### config.mk
export PLATFORM = sky130hd
export DESIGN_NAME = srm_master
export DESIGN_NICKNAME = d
export VERILOG_FILES = /design/src/shared/srm_pkg.sv /design/src/design/srm_fifo.sv /design/src/design/srm_master.sv
export SDC_FILE = /design/constraint.sdc
export NUM_CORES = 1
export LEC_CHECK = 0
export BUFFER_PORTS_ARGS = -buffer_cell sky130_fd_sc_hd__buf_2
export CAP_MARGIN = 20
export CORE_ASPECT_RATIO = 0.6
export CORE_UTILIZATION = 30
export CTS_BUF_LIST = sky130_fd_sc_hd__clkbuf_8
export CTS_CLUSTER_DIAMETER = 60
export DETAILED_ROUTE_END_ITERATION = 16
export MAX_ROUTING_LAYER = met4
export PLACE_DENSITY = 0.56
export SETUP_SLACK_MARGIN = 0.02
export SYNTH_ARGS = -nofsm -noshare
export SYNTH_HDL_FRONTEND = slang
export SYNTH_HIERARCHICAL = 1
export SYNTH_SLANG_ARGS = --single-unit
### constraint.sdc
create_clock -name clk -period 2.9 [get_ports clk]
set_input_delay 0.145 -clock clk [delete_from_list [all_inputs] [get_ports clk]]
set_output_delay 0.145 -clock clk [all_outputs]
set_load 0.02 [all_outputs]
### src/shared/srm_pkg.sv
// Purpose: constants and types for the two-wire register access master
// Assumes: 10 MHz system clock, open-drain bus with external pull-ups
// Notes: target address and framing figures shared by the design files
package srm_pkg;
    // target addressing
    localparam logic [6:0] TARGET_ADDR = 7'h2c;
    localparam logic DIR_WRITE = 1'b0;
    localparam logic DIR_READ = 1'b1;
    localparam int BYTE_BITS = 8;
    localparam logic [3:0] LAST_BIT = 4'h7;
    // bus timing: quarter period of the serial clock
    localparam int CLK_HZ = 10000000;
    localparam int SCL_HZ = 100000;
    localparam int QUARTER_CYC = CLK_HZ / (SCL_HZ * 4);
    localparam logic [7:0] QUARTER_CNT = 8'(QUARTER_CYC - 1);
    // bus free time after stop, in quarter periods
    localparam logic [2:0] FREE_QUARTERS = 3'h4;
    // fifo
    localparam int FIFO_WIDTH = 8;
    localparam int FIFO_DEPTH = 16;
    // command codes
    localparam logic CMD_WRITE = 1'b0;
    localparam logic CMD_READ = 1'b1;

    typedef enum logic [3:0] {
        SRM_IDLE, SRM_START, SRM_BIT_LOW, SRM_BIT_HIGH, SRM_BIT_END,
        SRM_ACK_LOW, SRM_ACK_HIGH, SRM_ACK_END, SRM_RSTART, SRM_STOP_LOW,
        SRM_STOP_HIGH, SRM_STOP_END, SRM_FREE
    } srm_state_t;

    typedef enum logic [1:0] {
        SRM_PH_ADDR, SRM_PH_PTR, SRM_PH_WDATA, SRM_PH_RDATA
    } srm_phase_t;
endpackage

### src/design/srm_fifo.sv
// Purpose: small synchronous fifo with valid and ready on both sides
// Assumes: single clock, active-low synchronous-released reset
// Notes: storage is flip-flops addressed by index
`timescale 1ns/100ps
module srm_fifo #(
    parameter int WIDTH = 8,
    parameter int DEPTH = 16
) (
    input wire logic clk,
    input wire logic rst_n,
    input wire logic ce,
    input wire logic [WIDTH-1:0] in_data,
    input wire logic in_valid,
    output logic in_ready,
    output logic [WIDTH-1:0] out_data,
    output logic out_valid,
    input wire logic out_ready
);
    localparam int AW = $clog2(DEPTH);
    logic [WIDTH-1:0] mem [DEPTH];
    logic [AW-1:0] wr_ptr;
    logic [AW-1:0] rd_ptr;
    logic [AW:0] count;
    logic push;
    logic pop;

    assign in_ready = (count != (AW+1)'(DEPTH));
    assign out_valid = (count != '0);
    assign out_data = mem[rd_ptr];
    assign push = ce && in_valid && in_ready;
    assign pop = ce && out_valid && out_ready;

    // storage write
    always_ff @(posedge clk) begin
        if (push) begin
            mem[wr_ptr] <= in_data;
        end
    end

    // pointers and fill count
    always_ff @(posedge clk or negedge rst_n) begin
        if (!rst_n) begin
            wr_ptr <= '0;
            rd_ptr <= '0;
            count <= '0;
        end else begin
            if (push) begin
                wr_ptr <= (wr_ptr == AW'(DEPTH - 1)) ? '0 : wr_ptr + 1'b1;
            end
            if (pop) begin
                rd_ptr <= (rd_ptr == AW'(DEPTH - 1)) ? '0 : rd_ptr + 1'b1;
            end
            if (push && !pop) begin
                count <= count + 1'b1;
            end else if (pop && !push) begin
                count <= count - 1'b1;
            end
        end
    end

    a_fifo_never_over: assert property (@(posedge clk) disable iff (!rst_n)
        count <= (AW+1)'(DEPTH)) else $error("fifo count above depth");
endmodule

### src/design/srm_master.sv
// Purpose: two-wire bus master that writes and reads target registers
// Assumes: open-drain scl and sda, pull-ups outside, clk at 10 MHz
// Notes: write data enters through a fifo, read data leaves by a pulse
`timescale 1ns/100ps
module srm_master (
    input wire logic clk,
    input wire logic rst_n,
    input wire logic ce,
    input wire logic cmd_valid,
    input wire logic cmd_rw,
    input wire logic [7:0] cmd_ptr,
    input wire logic [4:0] cmd_len,
    output logic cmd_ready,
    input wire logic [7:0] wr_data,
    input wire logic wr_valid,
    output logic wr_ready,
    output logic [7:0] rd_data,
    output logic rd_valid,
    output logic nack_err,
    output logic busy,
    input wire logic scl_in,
    output logic scl_out,
    output logic scl_oe,
    input wire logic sda_in,
    output logic sda_out,
    output logic sda_oe
);
    logic rst_s1;
    logic rst_s;
    logic sda_s1;
    logic sda_s;
    logic scl_s1;
    logic scl_s;
    logic [7:0] qcnt;
    logic tick;
    srm_pkg::srm_state_t state;
    srm_pkg::srm_phase_t phase;
    logic [7:0] shreg;
    logic [3:0] bitn;
    logic rw;
    logic [7:0] ptr;
    logic [4:0] left;
    logic addr_sent_read;
    logic [2:0] free_cnt;
    logic sda_low;
    logic scl_low;
    logic [7:0] fifo_data;
    logic fifo_valid;
    logic fifo_pop;

    // reset release through two flops
    always_ff @(posedge clk or negedge rst_n) begin
        if (!rst_n) begin
            rst_s1 <= 1'b0;
            rst_s <= 1'b0;
        end else begin
            rst_s1 <= 1'b1;
            rst_s <= rst_s1;
        end
    end

    // line inputs pass two flops
    always_ff @(posedge clk or negedge rst_s) begin
        if (!rst_s) begin
            sda_s1 <= 1'b1;
            sda_s <= 1'b1;
            scl_s1 <= 1'b1;
            scl_s <= 1'b1;
        end else if (ce) begin
            sda_s1 <= sda_in;
            sda_s <= sda_s1;
            scl_s1 <= scl_in;
            scl_s <= scl_s1;
        end
    end

    srm_fifo #(.WIDTH(srm_pkg::FIFO_WIDTH), .DEPTH(srm_pkg::FIFO_DEPTH)) u_fifo (
        .clk(clk),
        .rst_n(rst_s),
        .ce(ce),
        .in_data(wr_data),
        .in_valid(wr_valid),
        .in_ready(wr_ready),
        .out_data(fifo_data),
        .out_valid(fifo_valid),
        .out_ready(fifo_pop)
    );

    // quarter period ticks; stretched in SRM_BIT_HIGH while a target holds clock low
    always_ff @(posedge clk or negedge rst_s) begin
        if (!rst_s) begin
            qcnt <= 8'h00;
        end else if (ce) begin
            if (tick) begin
                qcnt <= 8'h00;
            end else if (!(state == srm_pkg::SRM_BIT_HIGH && !scl_low && !scl_s)) begin
                qcnt <= qcnt + 8'h01;
            end
        end
    end
    assign tick = (qcnt == srm_pkg::QUARTER_CNT);
    // pop exactly when a write data byte is loaded into the shifter
    assign fifo_pop = ce && tick && state == srm_pkg::SRM_ACK_END && !nack_err &&
        ((phase == srm_pkg::SRM_PH_PTR && rw == srm_pkg::CMD_WRITE) ||
        (phase == srm_pkg::SRM_PH_WDATA && left != 5'h01));

    // main sequencer: framing, bits, acknowledge slots
    always_ff @(posedge clk or negedge rst_s) begin
        if (!rst_s) begin
            state <= srm_pkg::SRM_IDLE;
            phase <= srm_pkg::SRM_PH_ADDR;
            shreg <= 8'h00;
            bitn <= 4'h0;
            rw <= srm_pkg::CMD_WRITE;
            ptr <= 8'h00;
            left <= 5'h00;
            addr_sent_read <= 1'b0;
            free_cnt <= 3'h0;
            sda_low <= 1'b0;
            scl_low <= 1'b0;
            cmd_ready <= 1'b0;
            rd_valid <= 1'b0;
            rd_data <= 8'h00;
            nack_err <= 1'b0;
            busy <= 1'b0;
        end else if (ce) begin
            rd_valid <= 1'b0;
            cmd_ready <= (state == srm_pkg::SRM_IDLE) && !cmd_valid;
            case (state)
                srm_pkg::SRM_IDLE: begin
                    sda_low <= 1'b0;
                    scl_low <= 1'b0;
                    if (cmd_valid && cmd_ready && cmd_len != 5'h00 &&
                            (cmd_rw || fifo_valid)) begin
                        rw <= cmd_rw;
                        ptr <= cmd_ptr;
                        left <= cmd_len;
                        nack_err <= 1'b0;
                        addr_sent_read <= 1'b0;
                        busy <= 1'b1;
                        state <= srm_pkg::SRM_START;
                    end
                end
                srm_pkg::SRM_START, srm_pkg::SRM_RSTART: if (tick) begin
                    // start condition
                    // sda falls while clock stays high, then clock goes low
                    // repeated start: clock is released first with sda high
                    if (scl_low) begin
                        scl_low <= 1'b0;
                    end else if (!sda_low) begin
                        sda_low <= 1'b1;
                    end else begin
                        scl_low <= 1'b1;
                        phase <= srm_pkg::SRM_PH_ADDR;
                        shreg <= {srm_pkg::TARGET_ADDR, addr_sent_read};
                        bitn <= 4'h0;
                        state <= srm_pkg::SRM_BIT_LOW;
                    end
                end
                srm_pkg::SRM_BIT_LOW: if (tick) begin
                    sda_low <= (phase == srm_pkg::SRM_PH_RDATA) ? 1'b0 : !shreg[7];
                    state <= srm_pkg::SRM_BIT_HIGH;
                end
                srm_pkg::SRM_BIT_HIGH: if (tick) begin
                    if (!scl_low) begin
                        if (scl_s) begin
                            shreg <= {shreg[6:0], sda_s};
                            state <= srm_pkg::SRM_BIT_END;
                        end
                    end else begin
                        scl_low <= 1'b0;
                    end
                end
                srm_pkg::SRM_BIT_END: if (tick) begin
                    scl_low <= 1'b1;
                    if (bitn == srm_pkg::LAST_BIT) begin
                        state <= srm_pkg::SRM_ACK_LOW;
                    end else begin
                        bitn <= bitn + 4'h1;
                        state <= srm_pkg::SRM_BIT_LOW;
                    end
                end
                srm_pkg::SRM_ACK_LOW: if (tick) begin
                    // nack on the final read byte
                    sda_low <= (phase == srm_pkg::SRM_PH_RDATA) && (left != 5'h01);
                    if (phase == srm_pkg::SRM_PH_RDATA) begin
                        rd_data <= shreg;
                        rd_valid <= 1'b1;
                    end
                    state <= srm_pkg::SRM_ACK_HIGH;
                end
                srm_pkg::SRM_ACK_HIGH: if (tick) begin
                    if (scl_low) begin
                        scl_low <= 1'b0;
                    end else if (scl_s) begin
                        // target silence on mismatch shows as nack
                        if (phase != srm_pkg::SRM_PH_RDATA && sda_s) begin
                            nack_err <= 1'b1;
                        end
                        state <= srm_pkg::SRM_ACK_END;
                    end
                end
                srm_pkg::SRM_ACK_END: if (tick) begin
                    scl_low <= 1'b1;
                    bitn <= 4'h0;
                    state <= srm_pkg::SRM_BIT_LOW;
                    if (nack_err) begin
                        state <= srm_pkg::SRM_STOP_LOW;
                    end else begin
                        case (phase)
                            srm_pkg::SRM_PH_ADDR: begin
                                if (addr_sent_read) begin
                                    phase <= srm_pkg::SRM_PH_RDATA;
                                end else begin
                                    phase <= srm_pkg::SRM_PH_PTR;
                                    shreg <= ptr;
                                end
                            end
                            srm_pkg::SRM_PH_PTR: begin
                                if (rw == srm_pkg::CMD_READ) begin
                                    addr_sent_read <= 1'b1;
                                    sda_low <= 1'b0;
                                    state <= srm_pkg::SRM_RSTART;
                                end else begin
                                    phase <= srm_pkg::SRM_PH_WDATA;
                                    shreg <= fifo_data;
                                end
                            end
                            default: begin
                                left <= left - 5'h01;
                                ptr <= ptr + 8'h01;
                                if (left == 5'h01) begin
                                    state <= srm_pkg::SRM_STOP_LOW;
                                end else if (phase == srm_pkg::SRM_PH_WDATA) begin
                                    shreg <= fifo_data;
                                end
                            end
                        endcase
                    end
                end
                srm_pkg::SRM_STOP_LOW: if (tick) begin
                    sda_low <= 1'b1;
                    state <= srm_pkg::SRM_STOP_HIGH;
                end
                srm_pkg::SRM_STOP_HIGH: if (tick) begin
                    scl_low <= 1'b0;
                    state <= srm_pkg::SRM_STOP_END;
                end
                srm_pkg::SRM_STOP_END: if (tick && scl_s) begin
                    // stop: sda rises with clock high
                    sda_low <= 1'b0;
                    free_cnt <= 3'h0;
                    state <= srm_pkg::SRM_FREE;
                end
                srm_pkg::SRM_FREE: if (tick) begin
                    if (free_cnt == srm_pkg::FREE_QUARTERS) begin
                        busy <= 1'b0;
                        state <= srm_pkg::SRM_IDLE;
                    end else begin
                        free_cnt <= free_cnt + 3'h1;
                    end
                end
                default: state <= srm_pkg::SRM_IDLE;
            endcase
        end
    end

    // open-drain drive of both lines, only ever pulled low
    always_ff @(posedge clk or negedge rst_s) begin
        if (!rst_s) begin
            scl_out <= 1'b0;
            scl_oe <= 1'b0;
            sda_out <= 1'b0;
            sda_oe <= 1'b0;
        end else if (ce) begin
            scl_out <= 1'b0;
            sda_out <= 1'b0;
            scl_oe <= scl_low;
            sda_oe <= sda_low;
        end
    end

    a_sda_stable_high: assert property (@(posedge clk) disable iff (!rst_s)
        (state == srm_pkg::SRM_BIT_HIGH && !scl_low && $past(ce)) |-> $stable(sda_low))
        else $error("sda moved during clock high");
    a_final_nack: assert property (@(posedge clk) disable iff (!rst_s)
        (state == srm_pkg::SRM_ACK_HIGH && phase == srm_pkg::SRM_PH_RDATA && left == 5'h01)
        |-> !sda_low) else $error("final read byte acknowledged");
    // lines are only ever pulled low, never driven high
    a_lines_only_low: assert property (@(posedge clk) disable iff (!rst_s)
        (scl_oe || sda_oe) |-> (!scl_out && !sda_out)) else $error("line driven high");
    // bit counter stays inside one byte
    a_bit_count_range: assert property (@(posedge clk) disable iff (!rst_s)
        bitn <= srm_pkg::LAST_BIT) else $error("bit counter beyond byte");
    a_busy_span: assert property (@(posedge clk) disable iff (!rst_s)
        (state != srm_pkg::SRM_IDLE && $past(state) != srm_pkg::SRM_IDLE) |-> busy)
        else $error("busy dropped mid transaction");
endmodule

==> metrics <==
Num CTS Buffers 34; Final TNS setup 0 ns; CTS tree done; Post-Syn Area per Cell 13.7 um2; FF-to-FF path depth 15; DRC violations left 0; compound-cell area share of the yosys netlist 9.96%; I/O Buffers 43; Data required, critical path 3.30 ns; DP Wirelength 16.0 mm; Final Hold Vio Count 0; CP max FO 6; Clock Skew 0.0153 ns; Hold Path Origin wr_data[0]; H-tree depth 2; Syn Inst Count 713; pre-CTS setup slack 0.0165 ns; Worst VDD drop 358 uV; IO Pins 46; Total Power 0.00681 W; Vias 6,322; CP Capture Type register; Routed WL per cell 18.4 um; Post-Syn Area 9750 um2; Reg2Reg Setup Slack 0.12 ns; Setup Viol. Count Final 0; design area 11,600 um2; first-pass GRT wire length 36.4 mm; reg2reg start left[1]$_DFFE_PN0P_; Slew @ Worst Pin 0.617 ns; CTS root buf clkbuf_8; post-DR vias/cell 5.02; ys async rst share 38.2%; Die Y 142 um; die area 33,300 um2; main combinational cell family by area after synthesis multiplexers; Peak Freq 360 MHz; Synth Flop Type edfxtp_1; worst skew pair latency 0.52 ns; WL final 23.2 mm; power per cell area 589 nW/um2; CP Class reg -> reg; total overflow reported by the global router 0; RSZ-0062 raised after global routing true; vias in the first global route 6,002; min Tclk post-route 2.78 ns; Final GP Congestion 0.840; LEAKAGE 4.39 nW; CTS Sinks 207; placed cell area 10,600 um2; initial antenna violation count 0; Slew HR 58.8%; largest net degree at the start of global routing 78; share of cells above drive strength 1 23.4%; Reg-to-Reg End u_fifo/count[4]$_DFFE_PN0P_; synthesis-to-finish area growth 18.5%; final slew viol count 0; EDFF count, synth 128; row cnt 50; fin crit share 95.9%; Max-Cap Viols 0; status finished clean; Clock transition at path regs 0.06 ns; startpoint types register; post-synthesis mux area share 13.1%; Die Width 235 um; Cell Count, Final, Fillers Out 1,259; XOR/XNOR Fraction of Synth Area 0.898%; Hold Path Stages 1; clock buffer depth 3; Synth Register Bits 207; Final ANT Viol Nets 0; YS warnings 6; gr usage total 14.7%; Seq/Total Area, Yosys 59.7%; adder-cell share of the synthesized area 2.39%; placed instance count 1,170; Unique masters post-synth 82; DR iter-0 viols 464; Initial Util 30.9%; ANT cells 0; Critical Path AT 3.19 ns; Core ar. 31,600 um2; final worst slack 0.119 ns; hold path endpoint u_fifo/mem[8][0]$_DFFE_PP_; Nets 868; post-synthesis simple-gate area fraction 11.1%; DRT Pass-1 Iters 5; Hold/Removal Path Class in -> reg
[cell families (layout without fill, tap and decap cells)]
family / count (synthesis) / count (layout)
xor+xnor: 10 / 10
other cells: 2 / 3
flops: 207 / 207
compound gates: 147 / 147
fa+ha+maj: 18 / 18
simple gates: 201 / 201
buf+inv: 50 / 179
mux: 78 / 78
[Yosys cell counts (5+ instances only)]
library cell / n / area, um2
edfxtp_1: 128 / 3840
dfrtp_1: 75 / 1880
nand2_1: 61 / 229
a21oi_1: 37 / 185
o21ai_0: 32 / 160
nor2_1: 31 / 116
mux2_2: 20 / 225
nand3_1: 20 / 100
a22oi_1: 17 / 128
ha_1: 17 / 213
inv_1: 17 / 63.8
mux2i_1: 16 / 160
mux4_1: 16 / 420
mux4_2: 16 / 360
and2_1: 14 / 87.6
clkbuf_1: 13 / 48.8
nor3_1: 12 / 60.1
and3_1: 11 / 68.8
mux2_1: 10 / 113
a21o_1: 9 / 67.6
nor2b_1: 9 / 56.3
o21ai_1: 9 / 45.0
buf_4: 7 / 52.6
nand2b_1: 7 / 43.8
a31oi_1: 6 / 37.5
nand4_1: 6 / 37.5
xnor2_1: 6 / 52.6
o22ai_1: 5 / 31.3
[where the power goes]
part           internal, W  switching [W]
sequential         0.00335       0.000185
combinational     0.000404       0.000469
clock              0.00124        0.00116
[stage by stage]
step | utilization (%) | hold slack, ns
2_1_floorplan | - | -0.151
3_3_place_gp | 33.5 | -0.0673
3_5_place_dp | 33.5 | -0.0657
4_1_cts | 36.2 | 0.0109
5_1_grt | 36.6 | 0.0101
6_report | 36.6 | 0.0311
[registers in the layout (all words and copies together) (netlist names), 2 cells and up]
signal,count
u_fifo/mem,128
ptr,8
qcnt,8
rd_data,8
shreg,8
left,5
u_fifo/count,5
bitn,4
state,4
u_fifo/rd_ptr,4
u_fifo/wr_ptr,4
free_cnt,3
phase,2
[worst max-delay path, cell delays in order (launching register included)]
cell and delay (ns):
dfrtp_1 0.36, inv_2 0.06, ha_4 0.15, nor4b_4 0.13, nor3_2 0.22, a21oi_1 0.08, nor4_2 0.25, nand2_1 0.10
a21o_1 0.20, ha_4 0.18, inv_6 0.08, ha_4 0.21, a21o_1 0.22, a21oi_2 0.15, mux2i_1 0.19, o31ai_1 0.08
[placed cells by master (no fill, tap or decap), types with 10 or more instances in the layout]
master,n
mux2i_1,16
and2_1,13
dlygate4sd3_1,25
ha_1,14
clkbuf_8,36
nor3_1,11
nand2_1,60
mux2_2,20
nand3_1,20
and3_1,11
a21oi_1,35
buf_2,43
inv_1,24
o21ai_0,31
buf_4,32
edfxtp_1,128
nor2_1,31
mux4_2,16
a22oi_1,17
mux4_1,16
o21ai_1,10
mux2_1,10
dfrtp_1,73
[layer usage]
layer | up-vias | GRT usage [%] | wire length [um]
met4 | 0 | 3.50 | 333
met2 | 206 | 17.7 | 8690
met1 | 3133 | 23.9 | 12600
met5 | - | - | 0
li1 | 2949 | - | -
met3 | 34 | 3.11 | 1600
[final cells by class]
cell class / count / area [um2]
Tap cell: 416 / 520
Multi-Input combinational cell: 457 / 3740
Sequential cell: 207 / 5830
Clock buffer: 36 / 495
Timing Repair Buffer: 103 / 766
Clock inverter: 22 / 123
Fill cell: 3007 / 20000
Inverter: 18 / 72.6
[what timing repair did]
item / 4_1_cts / 5_1_grt
endpoints found under the hold margin: 99 / 0
setup buffers: 0 / 5
endpoints found under the setup margin: 1 / 2
pin swaps: 0 / 10
gates resized for setup: 1 / 11
hold buffers: 25 / 0
[how the worst max path moves through the flow]
stage,from,endpoint,depth (start not counted)
after detailed placement,qcnt[0]$_DFFE_PN0P_,u_fifo/count[4]$_DFFE_PN0P_,14
after floorplan,qcnt[0]$_DFFE_PN0P_,u_fifo/count[4]$_DFFE_PN0P_,14
final,left[1]$_DFFE_PN0P_,u_fifo/count[4]$_DFFE_PN0P_,15
after global routing,left[0]$_DFFE_PN0P_,u_fifo/count[4]$_DFFE_PN0P_,14
after CTS,qcnt[0]$_DFFE_PN0P_,u_fifo/count[4]$_DFFE_PN0P_,14
after global placement,qcnt[0]$_DFFE_PN0P_,u_fifo/count[4]$_DFFE_PN0P_,14
(Power assumes the default switching activity.)
